File: src/design/t8r_regs.svh
// Notes on behaviour
// - While the sync hold bit is one, both prescaler reset bits keep written values.
// - Writing the sync hold bit to zero clears the shared bit, and the async bit unless in async mode awaiting the ack.
// - Async prescaler reset bit resets that prescaler, self-clears unless hold is set.
// - In async mode the async reset bit reads one until the reset completed.
// - Shared prescaler reset bit resets the shared prescaler, self-clears unless hold set.
// - Counter value register: 8-bit read/write at offset 0x46, resets to 0x00.
// - A CPU write to the counter suppresses the compare match on the next tick.
// - Compare A value is matched continuously; match sets flag or drives pin A.
// - Compare B value is matched continuously; match sets flag or drives pin B.
// - Compare B flag sets on match, clears by vector or writing one.
// - Compare A flag sets on match, clears by vector or writing one.
// - Overflow flag sets on overflow, clears by vector or writing one.
// - Compare B interrupt requested only with global enable, its enable and flag.
// - Compare A interrupt requested only with global enable, its enable and flag.
// - Overflow interrupt requested only with global enable, its enable and flag.
// - The overflow point depends on the three-bit waveform mode.
// - Each register except the mask at 0x6E also answers at an I/O address 0x20 lower, up to 0x3F.
// - Interrupt flag register sits at offset 0x35 and resets to 0x00.
// - Overflow at 0xFF in modes 0,2,3; at zero in phase modes; at top in 7.
`ifndef T8R_REGS_SVH
`define T8R_REGS_SVH

// ----------------------------------------------------------------------
// data-space offsets
// ----------------------------------------------------------------------
`define T8R_OFS_FLAGS     8'h35
`define T8R_OFS_GENERAL   8'h43
`define T8R_OFS_CTRL_A    8'h44
`define T8R_OFS_CTRL_B    8'h45
`define T8R_OFS_COUNT     8'h46
`define T8R_OFS_CMP_A     8'h47
`define T8R_OFS_CMP_B     8'h48
`define T8R_OFS_MASK      8'h6E
`define T8R_IO_SHIFT      8'h20
`define T8R_IO_LIMIT      8'h3F

// ----------------------------------------------------------------------
// field positions
// ----------------------------------------------------------------------
`define T8R_BIT_HOLD      7
`define T8R_BIT_ASYNC     1
`define T8R_BIT_SHARED    0
`define T8R_BIT_OVF       0
`define T8R_BIT_CMP_A     1
`define T8R_BIT_CMP_B     2
`define T8R_BIT_FORCE_A   7
`define T8R_BIT_FORCE_B   6
`define T8R_BIT_WAVE_HI   3

// ----------------------------------------------------------------------
// reset values and counts
// ----------------------------------------------------------------------
`define T8R_RST_BYTE      8'h00
`define T8R_MAX           8'hFF
`define T8R_BOTTOM        8'h00
`define T8R_PRE_BITS      10

`endif

File: src/design/t8r_pkg.sv
package t8r_pkg;

  // waveform generation modes
  typedef enum logic [2:0] {
    T8R_NORMAL   = 3'b000,
    T8R_PHASE_FF = 3'b001,
    T8R_CTC      = 3'b010,
    T8R_FAST_FF  = 3'b011,
    T8R_RSVD4    = 3'b100,
    T8R_PHASE_A  = 3'b101,
    T8R_RSVD6    = 3'b110,
    T8R_FAST_A   = 3'b111
  } t8r_wave_e;

  // timer clock sources
  typedef enum logic [2:0] {
    T8R_STOP    = 3'b000,
    T8R_DIV1    = 3'b001,
    T8R_DIV8    = 3'b010,
    T8R_DIV64   = 3'b011,
    T8R_DIV256  = 3'b100,
    T8R_DIV1024 = 3'b101,
    T8R_EXT_FALL= 3'b110,
    T8R_EXT_RISE= 3'b111
  } t8r_clksel_e;

  // complete state of the timer
  typedef struct packed {
    logic [7:0]  rdata;
    logic        sync_hold_bit;
    logic        async_prescaler_reset;
    logic        shared_prescaler_reset;
    logic [1:0]  com_a;
    logic [1:0]  com_b;
    t8r_wave_e   waveform_mode;
    t8r_clksel_e clk_sel;
    logic [2:0]  irq_enable;
    logic [2:0]  flags;
    logic [7:0]  counter_value;
    logic [7:0]  compare_a_value;
    logic [7:0]  compare_b_value;
    logic        down;
    logic        block;
    logic [9:0]  pre;
    logic [2:0]  ext_sync;
    logic        ext_level;
    logic [2:0]  ack_sync;
    logic        ack_level;
    logic        pin_a;
    logic        pin_b;
    logic [2:0]  irq;
  } t8r_state_s;

endpackage : t8r_pkg

File: src/design/t8r_timer.sv
`timescale 1ns/1ps
`default_nettype none
`include "t8r_regs.svh"

module t8r_timer
  import t8r_pkg::*;
(
  input  wire logic       ref_clk,
  input  wire logic       nrst,
  input  wire logic [7:0] bus_addr,
  input  wire logic       bus_io,
  input  wire logic       bus_wr,
  input  wire logic       bus_rd,
  input  wire logic [7:0] bus_wdata,
  input  wire logic       global_irq_enable,
  input  wire logic [2:0] vector_ack,
  input  wire logic       async_mode,
  input  wire logic       async_reset_ack,
  input  wire logic       ext_clk_pin,
  output logic      [7:0] bus_rdata,
  output logic            irq_overflow,
  output logic            irq_compare_a,
  output logic            irq_compare_b,
  output logic            compare_a_pin,
  output logic            compare_b_pin,
  output logic            shared_reset_out,
  output logic            async_reset_out
);

  // ----------------------------------------------------------------------
  // state
  // ----------------------------------------------------------------------
  t8r_state_s s;
  t8r_state_s next_s;

  // ----------------------------------------------------------------------
  // compare output pin behaviour
  // ----------------------------------------------------------------------
  // non-PWM: 01 toggle, 10 clear, 11 set; PWM: 10 normal, 11 inverted
  function automatic logic pin_next(
    input logic [1:0] com,
    input t8r_wave_e  mode,
    input logic       down,
    input logic       match,
    input logic       at_bottom,
    input logic       force_hit,
    input logic       cur
  );
    logic pwm_fast;
    logic pwm_phase;
    logic r;
    pwm_fast  = (mode == T8R_FAST_FF) || (mode == T8R_FAST_A);
    pwm_phase = (mode == T8R_PHASE_FF) || (mode == T8R_PHASE_A);
    r         = cur;
    if (com == 2'b00) begin
      r = 1'b0;                       // pin disconnected from the timer
    end else if (pwm_fast) begin
      if (com[1] && at_bottom) begin
        r = ~com[0];
      end else if (com[1] && match) begin
        r = com[0];
      end
    end else if (pwm_phase) begin
      if (com[1] && match) begin
        r = down ? ~com[0] : com[0];
      end
    end else if (match || force_hit) begin
      case (com)
        2'b01:   r = ~cur;
        2'b10:   r = 1'b0;
        2'b11:   r = 1'b1;
        default: r = cur;
      endcase
    end
    return r;
  endfunction : pin_next

  // ----------------------------------------------------------------------
  // address decode
  // ----------------------------------------------------------------------
  logic [7:0] eff_addr;
  logic       addr_ok;
  logic       wr_flags;
  logic       wr_general;
  logic       wr_ctrl_a;
  logic       wr_ctrl_b;
  logic       wr_count;
  logic       wr_cmp_a;
  logic       wr_cmp_b;
  logic       wr_mask;

  // I/O addresses are data-space addresses lowered by the shift
  always_comb begin
    eff_addr = bus_io ? (bus_addr + `T8R_IO_SHIFT) : bus_addr;
    addr_ok  = !bus_io || (bus_addr <= `T8R_IO_LIMIT);
  end

  assign wr_flags   = bus_wr && addr_ok && (eff_addr == `T8R_OFS_FLAGS);
  assign wr_general = bus_wr && addr_ok && (eff_addr == `T8R_OFS_GENERAL);
  assign wr_ctrl_a  = bus_wr && addr_ok && (eff_addr == `T8R_OFS_CTRL_A);
  assign wr_ctrl_b  = bus_wr && addr_ok && (eff_addr == `T8R_OFS_CTRL_B);
  assign wr_count   = bus_wr && addr_ok && (eff_addr == `T8R_OFS_COUNT);
  assign wr_cmp_a   = bus_wr && addr_ok && (eff_addr == `T8R_OFS_CMP_A);
  assign wr_cmp_b   = bus_wr && addr_ok && (eff_addr == `T8R_OFS_CMP_B);
  assign wr_mask    = bus_wr && addr_ok && (eff_addr == `T8R_OFS_MASK);

  // ----------------------------------------------------------------------
  // prescaler taps and timer tick
  // ----------------------------------------------------------------------
  logic tick;
  logic ext_rise;
  logic ext_fall;
  logic pre_run;

  // taps are quiet while the shared reset holds the prescaler at zero
  assign pre_run = !s.shared_prescaler_reset;
  assign ext_rise = (s.ext_sync[1] == s.ext_sync[2])
                    && s.ext_sync[2] && !s.ext_level;
  assign ext_fall = (s.ext_sync[1] == s.ext_sync[2])
                    && !s.ext_sync[2] && s.ext_level;

  always_comb begin
    case (s.clk_sel)
      T8R_STOP:     tick = 1'b0;
      T8R_DIV1:     tick = pre_run;
      T8R_DIV8:     tick = pre_run && (&s.pre[2:0]);
      T8R_DIV64:    tick = pre_run && (&s.pre[5:0]);
      T8R_DIV256:   tick = pre_run && (&s.pre[7:0]);
      T8R_DIV1024:  tick = pre_run && (&s.pre[9:0]);
      T8R_EXT_FALL: tick = ext_fall;
      T8R_EXT_RISE: tick = ext_rise;
      default:      tick = 1'b0;
    endcase
  end

  // ----------------------------------------------------------------------
  // counter sequence, overflow point and matches
  // ----------------------------------------------------------------------
  logic [7:0] top;
  logic       phase_mode;
  logic       at_top;
  logic       ovf_hit;
  logic       match_a;
  logic       match_b;
  logic       bottom_evt;
  logic       non_pwm;

  always_comb begin
    phase_mode = (s.waveform_mode == T8R_PHASE_FF)
                 || (s.waveform_mode == T8R_PHASE_A);
    non_pwm    = !phase_mode && (s.waveform_mode != T8R_FAST_FF)
                 && (s.waveform_mode != T8R_FAST_A);
    case (s.waveform_mode)
      T8R_CTC, T8R_PHASE_A, T8R_FAST_A: top = s.compare_a_value;
      default:                          top = `T8R_MAX;
    endcase
    at_top = (s.counter_value == top);
    // overflow point follows the mode
    case (s.waveform_mode)
      T8R_PHASE_FF, T8R_PHASE_A:
        ovf_hit = tick && s.down
                  && (s.counter_value == `T8R_BOTTOM);
      T8R_FAST_A:
        ovf_hit = tick && at_top;
      default:
        ovf_hit = tick && (s.counter_value == `T8R_MAX);
    endcase
    // a counter write blocks the match on the following tick
    match_a = tick && !s.block
              && (s.counter_value == s.compare_a_value);
    match_b = tick && !s.block
              && (s.counter_value == s.compare_b_value);
    bottom_evt = tick && at_top && !phase_mode;
  end

  // ----------------------------------------------------------------------
  // next state
  // ----------------------------------------------------------------------
  always_comb begin
    logic [2:0] flag_set;
    logic [2:0] flag_clr;
    logic       force_a;
    logic       force_b;
    next_s   = s;
    flag_set = 3'b000;
    flag_clr = 3'b000;
    force_a  = wr_ctrl_b && non_pwm && bus_wdata[`T8R_BIT_FORCE_A];
    force_b  = wr_ctrl_b && non_pwm && bus_wdata[`T8R_BIT_FORCE_B];

    // input synchronisers; only stages 2 and 3 are looked at
    next_s.ext_sync = {s.ext_sync[1:0], ext_clk_pin};
    next_s.ack_sync = {s.ack_sync[1:0], async_reset_ack};
    if (s.ext_sync[1] == s.ext_sync[2]) begin
      next_s.ext_level = s.ext_sync[2];
    end
    if (s.ack_sync[1] == s.ack_sync[2]) begin
      next_s.ack_level = s.ack_sync[2];
    end

    // shared prescaler counts only while its reset is released
    if (s.shared_prescaler_reset) begin
      next_s.pre = 10'h000;
    end else begin
      next_s.pre = s.pre + 10'h001;
    end

    // prescaler reset control: hold keeps written bits, else self-clear
    if (wr_general) begin
      next_s.sync_hold_bit          = bus_wdata[`T8R_BIT_HOLD];
      next_s.async_prescaler_reset  = bus_wdata[`T8R_BIT_ASYNC];
      next_s.shared_prescaler_reset = bus_wdata[`T8R_BIT_SHARED];
    end else if (!s.sync_hold_bit) begin
      next_s.shared_prescaler_reset = 1'b0;
      // async side waits for the far prescaler to confirm its reset
      next_s.async_prescaler_reset = s.async_prescaler_reset
                                     && async_mode
                                     && !s.ack_level;
    end

    // configuration registers
    if (wr_ctrl_a) begin
      next_s.com_a = bus_wdata[7:6];
      next_s.com_b = bus_wdata[5:4];
      next_s.waveform_mode = t8r_wave_e'({s.waveform_mode[2],
                                          bus_wdata[1:0]});
    end
    if (wr_ctrl_b) begin
      next_s.waveform_mode = t8r_wave_e'({bus_wdata[`T8R_BIT_WAVE_HI],
                                          next_s.waveform_mode[1:0]});
      next_s.clk_sel = t8r_clksel_e'(bus_wdata[2:0]);
    end
    if (wr_mask) begin
      next_s.irq_enable = bus_wdata[2:0];
    end
    if (wr_cmp_a) begin
      next_s.compare_a_value = bus_wdata;
    end
    if (wr_cmp_b) begin
      next_s.compare_b_value = bus_wdata;
    end

    // counter: a CPU write wins over the tick and arms the block
    if (tick) begin
      next_s.block = 1'b0;
    end
    if (wr_count) begin
      next_s.counter_value = bus_wdata;
      next_s.block         = 1'b1;
    end else if (tick) begin
      if (phase_mode) begin
        if (!s.down && at_top) begin
          next_s.down          = 1'b1;
          next_s.counter_value = s.counter_value - 8'h01;
        end else if (s.down && (s.counter_value == `T8R_BOTTOM)) begin
          next_s.down          = 1'b0;
          next_s.counter_value = s.counter_value + 8'h01;
        end else if (s.down) begin
          next_s.counter_value = s.counter_value - 8'h01;
        end else begin
          next_s.counter_value = s.counter_value + 8'h01;
        end
      end else begin
        next_s.down = 1'b0;
        next_s.counter_value = at_top ? `T8R_BOTTOM
                                      : s.counter_value + 8'h01;
      end
    end

    // waveform pins; forced compares move the pin but set no flag
    next_s.pin_a = pin_next(s.com_a, s.waveform_mode, s.down, match_a,
                            bottom_evt, force_a, s.pin_a);
    next_s.pin_b = pin_next(s.com_b, s.waveform_mode, s.down, match_b,
                            bottom_evt, force_b, s.pin_b);

    // flags: set wins over a same-cycle clear
    flag_set[`T8R_BIT_OVF]   = ovf_hit;
    flag_set[`T8R_BIT_CMP_A] = match_a;
    flag_set[`T8R_BIT_CMP_B] = match_b;
    flag_clr = vector_ack | (wr_flags ? bus_wdata[2:0] : 3'b000);
    next_s.flags = (s.flags & ~flag_clr) | flag_set;

    // interrupt requests need global enable, local enable and flag
    next_s.irq = next_s.flags & next_s.irq_enable
                 & {3{global_irq_enable}};

    // read data, one cycle after the strobe; misses read zero
    next_s.rdata = `T8R_RST_BYTE;
    if (bus_rd && addr_ok) begin
      case (eff_addr)
        `T8R_OFS_FLAGS:   next_s.rdata = {5'h00, s.flags};
        `T8R_OFS_GENERAL: next_s.rdata = {s.sync_hold_bit, 5'h00,
                                          s.async_prescaler_reset,
                                          s.shared_prescaler_reset};
        `T8R_OFS_CTRL_A:  next_s.rdata = {s.com_a, s.com_b, 2'b00,
                                          s.waveform_mode[1:0]};
        `T8R_OFS_CTRL_B:  next_s.rdata = {4'h0, s.waveform_mode[2],
                                          s.clk_sel};
        `T8R_OFS_COUNT:   next_s.rdata = s.counter_value;
        `T8R_OFS_CMP_A:   next_s.rdata = s.compare_a_value;
        `T8R_OFS_CMP_B:   next_s.rdata = s.compare_b_value;
        `T8R_OFS_MASK:    next_s.rdata = {5'h00, s.irq_enable};
        default:          next_s.rdata = `T8R_RST_BYTE;
      endcase
    end
  end

  // ----------------------------------------------------------------------
  // state register
  // ----------------------------------------------------------------------
  // synchronous reset; every field lands on a constant
  always_ff @(posedge ref_clk) begin
    if (!nrst) begin
      s <= '0;
    end else begin
      s <= next_s;
    end
  end

  // outputs straight from the state register
  assign bus_rdata        = s.rdata;
  assign irq_overflow     = s.irq[`T8R_BIT_OVF];
  assign irq_compare_a    = s.irq[`T8R_BIT_CMP_A];
  assign irq_compare_b    = s.irq[`T8R_BIT_CMP_B];
  assign compare_a_pin    = s.pin_a;
  assign compare_b_pin    = s.pin_b;
  assign shared_reset_out = s.shared_prescaler_reset;
  assign async_reset_out  = s.async_prescaler_reset;

endmodule : t8r_timer

`default_nettype wire

File: config.mk
export PLATFORM = sky130hd
export DESIGN_NAME = t8r_timer
export DESIGN_NICKNAME = d
export VERILOG_FILES = /design/src/design/t8r_pkg.sv /design/src/design/t8r_timer.sv
export VERILOG_INCLUDE_DIRS = /design/src /design/src/design
export SDC_FILE = /design/constraint.sdc
export NUM_CORES = 1
export LEC_CHECK = 0
export BUFFER_PORTS_ARGS = -buffer_cell sky130_fd_sc_hd__clkbuf_2
export CAP_MARGIN = 15
export CORE_UTILIZATION = 55
export CTS_BUF_LIST = sky130_fd_sc_hd__clkbuf_4 sky130_fd_sc_hd__clkbuf_8 sky130_fd_sc_hd__clkbuf_16
export CTS_CLUSTER_DIAMETER = 50
export DETAILED_ROUTE_END_ITERATION = 8
export PLACE_DENSITY = 0.75
export REMOVE_ABC_BUFFERS = 1
export SYNTH_ARGS = -nofsm -noshare
export SYNTH_HDL_FRONTEND = slang
export SYNTH_SLANG_ARGS = --single-unit
File: constraint.sdc
create_clock -name ref_clk -period 3.86 [get_ports ref_clk]
set_clock_uncertainty 0.1 [all_clocks]
set_input_delay 0.579 -clock ref_clk [delete_from_list [all_inputs] [get_ports ref_clk]]
set_output_delay 0.579 -clock ref_clk [all_outputs]
set_load 0.02 [all_outputs]
# Yosys cells after proc, flatten, opt, wreduce, memory -nomap -nowiden
# Index checks and enable logic that the tools add are counted.
[op_classes] n_reduce_logical=74 muxes=39 addsub=4 n_lt_le_gt_ge=1 n_eq_ne=40 bitwise=12
[ops] op="$mux W8" n=9
[ops] op="$pmux W8 S8" n=1
[ops] op="$eq A8 B7 Y1 const B" n=7
[ops] op="$logic_and A1 B1 Y1" n=39
[ops] op="$eq A8 B8 Y1" n=3
[ops] op="$mux W1" n=19
[ops] op="$eq A3 B3 Y1 const B" n=6
[ops] op="$ne A3 B1 Y1 const B" n=5
[ops] op="$eq A3 B2 Y1 const B" n=4
[ops] op="$add A10 B1 Y10 const B" n=1
[ops] op="$reduce_and A10 Y1" n=1
[ops] op="$reduce_bool A5 Y1" n=2
[ops] op="$and A3 B3 Y3" n=3
[ops] op="$add A8 B1 Y8 const B" n=1
[ops] op="$add A8 B6 Y8 const B" n=1
[ops] op="$eq A2 B2 Y1 const B" n=4
[ops] op="$eq A8 B6 Y1 const B" n=1
[ops] op="$eq A8 B8 Y1 const B" n=1
[ops] op="$le A8 B6 Y1 const B" n=1
[ops] op="$logic_not A1 Y1" n=8
[ops] op="$logic_not A8 Y1" n=1
[ops] op="$pmux W1 S8" n=1
[ops] op="$reduce_and A4 Y1" n=2
[ops] op="$reduce_and A8 Y1" n=1
[ops] op="25 further kinds" n=48
[totals] register_bits=76 input_bits=28 out_inout_bits=15 word_cells=194

# Logic depth before layout (Yosys ltp)
# Gate-level depths: netlist of run 1.
[depth] word_depth=11 ltp_mapped=11 depth_no_buf=10

# Least setup slack after synthesis of run 1
# No wires, ideal clock.
[synth_path] path_type="input-to-reg" from="in bus_io" to="reg s[44] in the netlist's numbering" n_path_buf=2 t_arrival_ps=2676 required_ps=3642 path_stages=9 setup_time_ps=118 setup_slack_ps=965 path_cell_list="buf_6 or3b_1 a221o_1 or2_1 or4_1 buf_2 o221a_1 nand2_1 o21ai_1"
[synth_between] elab_chain_cells=5 word_cells_on_any_way=8 classes_between="eq/ne (1); mux (2); reduce/logical (5)"
[synth_rtl] element="start: declaration" line="t8r_timer.sv:11" rtl="input wire logic bus_io,"
[synth_rtl] element="parallel branches: the longest is 3 deep, another holds $mux W8"
[synth_rtl] element="$logic_and A1 B1 Y1 (*)" line="t8r_timer.sv:102" rtl="assign wr_count = bus_wr && addr_ok && (eff_addr == `T8R_OFS_COUNT);"
[synth_rtl] element="$mux W8 / $reduce_bool A2 Y1 (equally long branches)"
[synth_rtl] element="end signal: assignment" line="t8r_timer.sv:315" rtl="s <= next_s;"
[synth_rtl] element="end: declaration" line="t8r_timer.sv:33" rtl="t8r_state_s s;"
# Every way passes the cells marked *.
# A chain may end at the register's enable or synchronous reset.

# Final worst setup path of run 1
[layout_path] from="reg s[43] in the netlist's numbering" to="reg s[42] in the netlist's numbering"
[layout_between] elab_chain_cells=7 word_cells_on_any_way=10 classes_between="eq/ne (1); mux (6); reduce/logical (3)"
[layout_rtl] element="$logic_not A8 Y1 (no source line)"
[layout_rtl] element="$logic_and A1 B1 Y1" line="t8r_timer.sv:254" rtl="end else if (s.down && (s.counter_value == `T8R_BOTTOM)) begin"
[layout_rtl] element="$mux W8" line="t8r_timer.sv:254"
[layout_rtl] element="$mux W8" line="t8r_timer.sv:251" rtl="if (!s.down && at_top) begin"
[layout_rtl] element="$mux W8 (*)" line="t8r_timer.sv:250" rtl="if (phase_mode) begin"
[layout_rtl] element="$mux W8 (*)" line="t8r_timer.sv:249" rtl="end else if (tick) begin"
[layout_rtl] element="$mux W8 (*)" line="t8r_timer.sv:246" rtl="if (wr_count) begin"
# Mark *: on every way between the ends. The rest lies on a longest branch, timed or not. The select of a mux whose other input is x is not followed.

==> results_dict.tcl, run 1 <==
set metrics [dict create \
    rsz0062_at_grt "no" \
    viasPerCell 6.18 \
    setup_viol 0 \
    num_rows 32 \
    cts_resized 0 \
    floorplan.die_area_um2 8360 \
    synth-edff-count 0 \
    critPathLaunchType "flop" \
    cp_max_fo 11 \
    dp.cells 629 \
    syn_to_final_growth_pct 7.93 \
    synth_cell_type_count 65 \
    final-seq-area_um2 1520 \
    clk_latency_ps 370 \
    worstSetupEndpointType "flop" \
    grt_start_max_net_pins 36 \
    fin_util 0.615 \
    min_path_type "primary input to flop" \
    max_cap_violations 0 \
    postCtsSetupBuffers 0 \
    grt_pass1_wl_um 19400 \
    wl_per_cell_um 18.0 \
    cts_max_level 3 \
    worstPathArrival_ps 3370 \
    vias 3989 \
    clock.fmax_mhz 311 \
    postCtsHoldBufs 0 \
    fp.dieW_um 91.4 \
    ant_nets 0 \
    cp-startpoint "s[43]$_SDFFE_PN0P_" \
    place.gp.congestion 0.909 \
    crit_required_ps 4020 \
    drt_wl_total_um 11600 \
    tritoncts "yes" \
    synth_top_family_by_area "simple AND/OR/NAND/NOR gates" \
    stdcell_count 645 \
    syn_area_um2 4400 \
    ios 43 \
    dp_worst_setup_slack_ps 750 \
    first_pass_iters 7 \
    whs_ps 315 \
    antenna_found_initial 0 \
    path_class "flop to flop" \
    overflow 0 \
    synthSimpleGateAreaFrac 0.250 \
    cts_buffers 9 \
    status "finished, final reports clean" \
    synthAdderAreaFrac 0.0199 \
    irDropWorstVdd_mv 0.256 \
    ys.flop_type "dfxtp_1" \
    synth_cells 522 \
    fin_tns_setup_ps 0 \
    core-area_um2 7730 \
    power.density_nw_per_um2 307 \
    grt_pass1_vias 3817 \
    track_usage 0.295 \
    multi_input_area_um2 2620 \
    finalCritPeriodShare 0.832 \
    async_reset_ff_frac 0 \
    start_util 0.569 \
    root_buffer "clkbuf_8" \
    synth_seq_cells 76 \
    fin_nets 573 \
    first_iter_violations 378 \
    r2r-start "s[43]$_SDFFE_PN0P_" \
    hold_viol_final 0 \
    r2r_slack_ps 650 \
    endpoint "s[42]$_SDFFE_PN0P_" \
    tightest_slew_ps 740 \
    drive_gt1_frac 0.136 \
    power_leakage_nw 1.72 \
    cts_sinks 76 \
    synth-xor-area-share 0.0438 \
    final.min_clock_period_ps 3210 \
    port_buffers 42 \
    synth_compound_area_frac 0.183 \
    drcViolationCount 0 \
    fillers 678 \
    clk_pin_slew_ps 90 \
    yosysWarnings 0 \
    ys_seq_area_frac 0.346 \
    slew_headroom 0.506 \
    syn_area_per_cell_um2 8.43 \
    die_h_um 91.4 \
    antenna_cells 0 \
    layout_setup_ws_ps 647 \
    rr_endpoint "s[42]$_SDFFE_PN0P_" \
    synthMuxAreaShare 0.0978 \
    r2r_cells 7 \
    hpwl_um 8410 \
    cts.path.max_buffers 2 \
    final-max-slew-violation-count 0 \
]
==> stage by stage <==
step                      total power, W  area (um2)
final                            0.00146        4750
after global routing             0.00150        4750
after CTS                        0.00146        4750
after detailed placement        0.000892        4570
after global placement          0.000889        4570
after floorplan                 0.000844        4200
==> report_power, final <==
group / internal [W] / leakage, nW / total (W) / switching [W]
clock network: 0.000255 / 0.0893 / 0.000584 / 0.000329
registers: 0.000789 / 0.614 / 0.000793 / 0.00000427
logic: 0.0000313 / 1.01 / 0.0000815 / 0.0000502
total: 0.00108 / 1.72 / 0.00146 / 0.000383
==> critical path, stage by stage, from the launching register on <==
cell      delay, ps
dfxtp_1         620
nand4_1         340
nor2_1          430
o22ai_1         160
a221oi_2        640
o211ai_1        240
mux2_2          320
a31o_2          240
==> state kept, by name (all words and copies together) (netlist names) <==
register,cells
shared_reset_out,1
irq_compare_a,1
bus_rdata,8
compare_a_pin,1
async_reset_out,1
s,57
irq_compare_b,1
compare_b_pin,1
irq_overflow,1
next_s,4
==> cell usage in the layout (no fill, tap or decap), types with 3 or more instances in the layout <==
cell	count
buf_4	4
nand3_1	18
and2_1	12
o221ai_1	8
and3_1	11
mux2_2	4
nand2b_1	11
a21boi_0	8
nor2_1	30
a2111oi_0	3
nand4_1	12
nor3_1	9
dfxtp_1	76
ha_1	7
o22ai_1	5
xor2_1	4
a222oi_1	7
a22oi_1	6
o211ai_1	3
nand2_1	47
mux2i_1	34
inv_1	15
clkbuf_2	42
o21ai_0	19
a211oi_1	4
nor3b_1	6
clkbuf_8	10
nor2b_1	31
a21oi_1	24
o21a_1	5
xnor2_1	18
==> area by class of cell <==
class | instances | area share
Clock buffer | 10 | 0.0290
Sequential cell | 76 | 0.320
Timing Repair Buffer | 46 | 0.0506
Clock inverter | 6 | 0.00975
Tap cell | 102 | 0.0269
Inverter | 16 | 0.0126
Multi-Input combinational cell | 389 | 0.551
==> routing by layer <==
layer	vias up	global-route usage	wire length [um]
li1	1914	-	-
met1	1893	0.386	5070
met2	154	0.478	5370
met3	28	0.0444	836
met4	0	0.134	330
met5	-	0	0
==> worst min path at each step <==
stage	from	end	slack [ps]	cells after the start
6_report	async_reset_ack	next_s[7]$_SDFF_PN0_	320	2
5_1_grt	async_reset_ack	next_s[7]$_SDFF_PN0_	310	2
4_1_cts	async_reset_ack	next_s[7]$_SDFF_PN0_	310	2
3_5_place_dp	next_s[11]$_SDFF_PN0_	next_s[12]$_SDFF_PN0_	320	1
3_3_place_gp	next_s[11]$_SDFF_PN0_	next_s[12]$_SDFF_PN0_	310	1
2_1_floorplan	next_s[11]$_SDFF_PN0_	next_s[12]$_SDFF_PN0_	310	1
==> cell usage after synthesis (3+ instances only) <==
cell | count | share of area
nand2_1 | 47 | 0.040
and2_1 | 12 | 0.017
a211oi_1 | 4 | 0.0068
a2111oi_0 | 3 | 0.0060
nor3_1 | 9 | 0.010
nor3b_1 | 6 | 0.010
o211ai_1 | 3 | 0.0051
mux2_2 | 4 | 0.010
o221ai_1 | 8 | 0.016
nor2_1 | 30 | 0.026
a22oi_1 | 6 | 0.010
a21boi_0 | 8 | 0.014
a222oi_1 | 7 | 0.016
nand3_1 | 18 | 0.020
nor2b_1 | 31 | 0.044
xor2_1 | 4 | 0.0080
xnor2_1 | 18 | 0.036
o22ai_1 | 5 | 0.0071
o21a_1 | 5 | 0.0085
buf_2 | 9 | 0.010
dfxtp_1 | 76 | 0.35
nand2b_1 | 11 | 0.016
o21ai_0 | 19 | 0.022
a21oi_1 | 24 | 0.027
nand4_1 | 12 | 0.017
buf_4 | 8 | 0.014
inv_1 | 15 | 0.013
ha_1 | 7 | 0.020
clkbuf_1 | 23 | 0.020
mux2i_1 | 34 | 0.077
and3_1 | 11 | 0.016
==> cells by family after synthesis <==
family / after synthesis
flops: 76
mux: 40
compound gates: 114
fa+ha+maj: 7
xor+xnor: 22
simple gates: 206
buf+inv: 57
Power figures use the tool's default switching activity.
==> run 2: changes to the inputs <==
- CORE_UTILIZATION: 55 -> 54
- PLACE_DENSITY: 0.75 -> 0.77
- clock period: 3.86 -> 2.9 ns (I/O delays scaled with it)
==> run 2 against run 1 <==
Compared with the run above: design area increased by 6.2%; setup slack lost 450 ps; sequential share of layout area is 1.9 points lower; power grew 39%; critical path type unchanged; critical endpoint unchanged; largest power group unchanged; highest routed layer unchanged.
==> results_dict.tcl, run 2 (synthesis gave the netlist of run 1 again) <==
set metrics [dict create \
    status "finished, final reports clean" \
    slew_headroom 0.498 \
    drt_wl_total_um 12600 \
    antenna_cells 0 \
    track_usage 0.309 \
    fillers 670 \
    drive_gt1_frac 0.197 \
    antenna_found_initial 0 \
    clock.fmax_mhz 370 \
    first_iter_violations 393 \
    crit_chain "inv_1 > a22oi_1 > and4_1 > o21ai_0 > a221oi_2 > o211ai_1 > mux2_2 > a31o_2" \
    internal-power_w 0.00152 \
    grt_start_max_net_pins 38 \
    final_common_cell "dfxtp_1" \
    num_rows 32 \
    p_clk_frac 0.420 \
    clk_latency_ps 350 \
    drcViolationCount 0 \
    setup_viol 0 \
    start_util 0.564 \
    worstSetupEndpointType "flop" \
    vias 4290 \
    fin_tns_setup_ps 0 \
    fp.dieW_um 92.3 \
    port_buffers 42 \
    root_buffer "clkbuf_8" \
    mostFrequentLayoutCells "dfxtp_1, nand2_1, clkbuf_2" \
    grt_pass1_vias 3968 \
    cts.path.max_buffers 2 \
    place.gp.congestion 0.993 \
    hold_viol_final 0 \
    final-max-slew-violation-count 0 \
    fin_nets 605 \
    path_class "flop to flop" \
    first_pass_iters 5 \
    whs_ps 184 \
    ant_nets 0 \
    clk_pin_slew_ps 90 \
    switching_share 0.246 \
    crit_required_ps 3060 \
    p_seq_frac 0.522 \
    cp_max_fo 8 \
    ios 43 \
    overflow 0 \
    final.min_clock_period_ps 2700 \
    postCtsHoldBufs 0 \
    p_sw_w 0.000497 \
    tightest_slew_ps 752 \
    hpwl_um 9390 \
    largest_register_ff_count 57 \
    critPathLaunchType "flop" \
    syn_to_final_growth_pct 14.6 \
    fin_util 0.646 \
    min_path_type "primary input to flop" \
    cts_resized 0 \
    worstPathArrival_ps 2860 \
    wl_per_cell_um 18.6 \
    rsz0062_at_grt "no" \
    die_h_um 92.3 \
    irDropWorstVdd_mv 0.357 \
    cts_sinks 76 \
    max_cap_violations 0 \
    grt_pass1_wl_um 20200 \
    power.density_nw_per_um2 401 \
    pwr-share-comb 0.057 \
    cts_max_level 3 \
    finalCritPeriodShare 0.931 \
    top_register "s" \
    floorplan.die_area_um2 8510 \
    core-area_um2 7810 \
    power_leakage_nw 1.91 \
    cts_buffers 9 \
    tritoncts "yes" \
    postCtsSetupBuffers 0 \
    cp_slowest_cell "dfxtp_1" \
    viasPerCell 6.34 \
    max_stage_delay_ps 520 \
]
run 2: changes by cell type in the layout (fill, tap and decap cells not counted), moves of 2 or more:
cell / previous run / this run
clkinvlp_4: 2 / 0
nor3b_2: 0 / 2
nor3b_1: 6 / 4
buf_4: 4 / 36
run 2: path summary, 6_finish.rpt:
path                            slack [ps]                     to  cells past startpoint                   from
worst max-delay path                   200     s[42]$_SDFFE_PN0P_                      8     s[45]$_SDFFE_PN0P_
worst min-delay path                   180  next_s[11]$_SDFF_PN0_                      2            ext_clk_pin
worst max register to register         200     s[42]$_SDFFE_PN0P_                      8     s[45]$_SDFFE_PN0P_
worst min register to register         350  next_s[12]$_SDFF_PN0_                      1  next_s[11]$_SDFF_PN0_
run 2: power by group through the flow:
stage               Combinational, W  Sequential [W]  Clock (W)
floorplan                  0.0000447         0.00108          0
detailed placement          0.000113         0.00108          0
CTS                         0.000114         0.00106   0.000865
global route                0.000124         0.00106   0.000916
finish                      0.000116         0.00106   0.000849
global placement            0.000110         0.00108          0
run 2: layer usage:
| layer | vias up | wire length, um | GRT usage |
|---|---|---|---|
| li1 | 1972 | - | - |
| met1 | 2044 | 5340 | 0.402 |
| met2 | 239 | 5800 | 0.499 |
| met3 | 35 | 1130 | 0.0705 |
| met4 | 0 | 350 | 0.113 |
| met5 | - | 0 | 0 |
run 2: through the flow:
| stage | worst slack (ps) | instance area (um2) | std cells | total power, W |
|---|---|---|---|---|
| after CTS | 84.0 | 5010 | 677 | 0.00203 |
| after detailed placement | 43.1 | 4810 | 661 | 0.00119 |
| final | 200 | 5040 | 677 | 0.00202 |
| after global routing | 14.5 | 5040 | 677 | 0.00210 |
| after global placement | 113 | 4810 | 661 | 0.00119 |
| after floorplan | 235 | 4200 | 481 | 0.00112 |
run 2: final cells by class:
type / count / area, um2 / share of cell area
clock buffer: 10 / 138 / 0.0273
clock inverter: 6 / 70.1 / 0.0139
inverter: 16 / 60.1 / 0.0119
multi-input combinational: 389 / 2650 / 0.525
sequential: 76 / 1520 / 0.302
tap: 102 / 128 / 0.0253
timing repair buffer: 78 / 480 / 0.0952
run 2: worst max-delay path: cells and delay by family, from the launching register on:
kind	cells	cell delay [ps]
AO/OA/AOI/OAI	5	1130
flip-flops	1	520
AND/OR/NAND/NOR	1	350
multiplexers	1	310
buffers and inverters	1	190
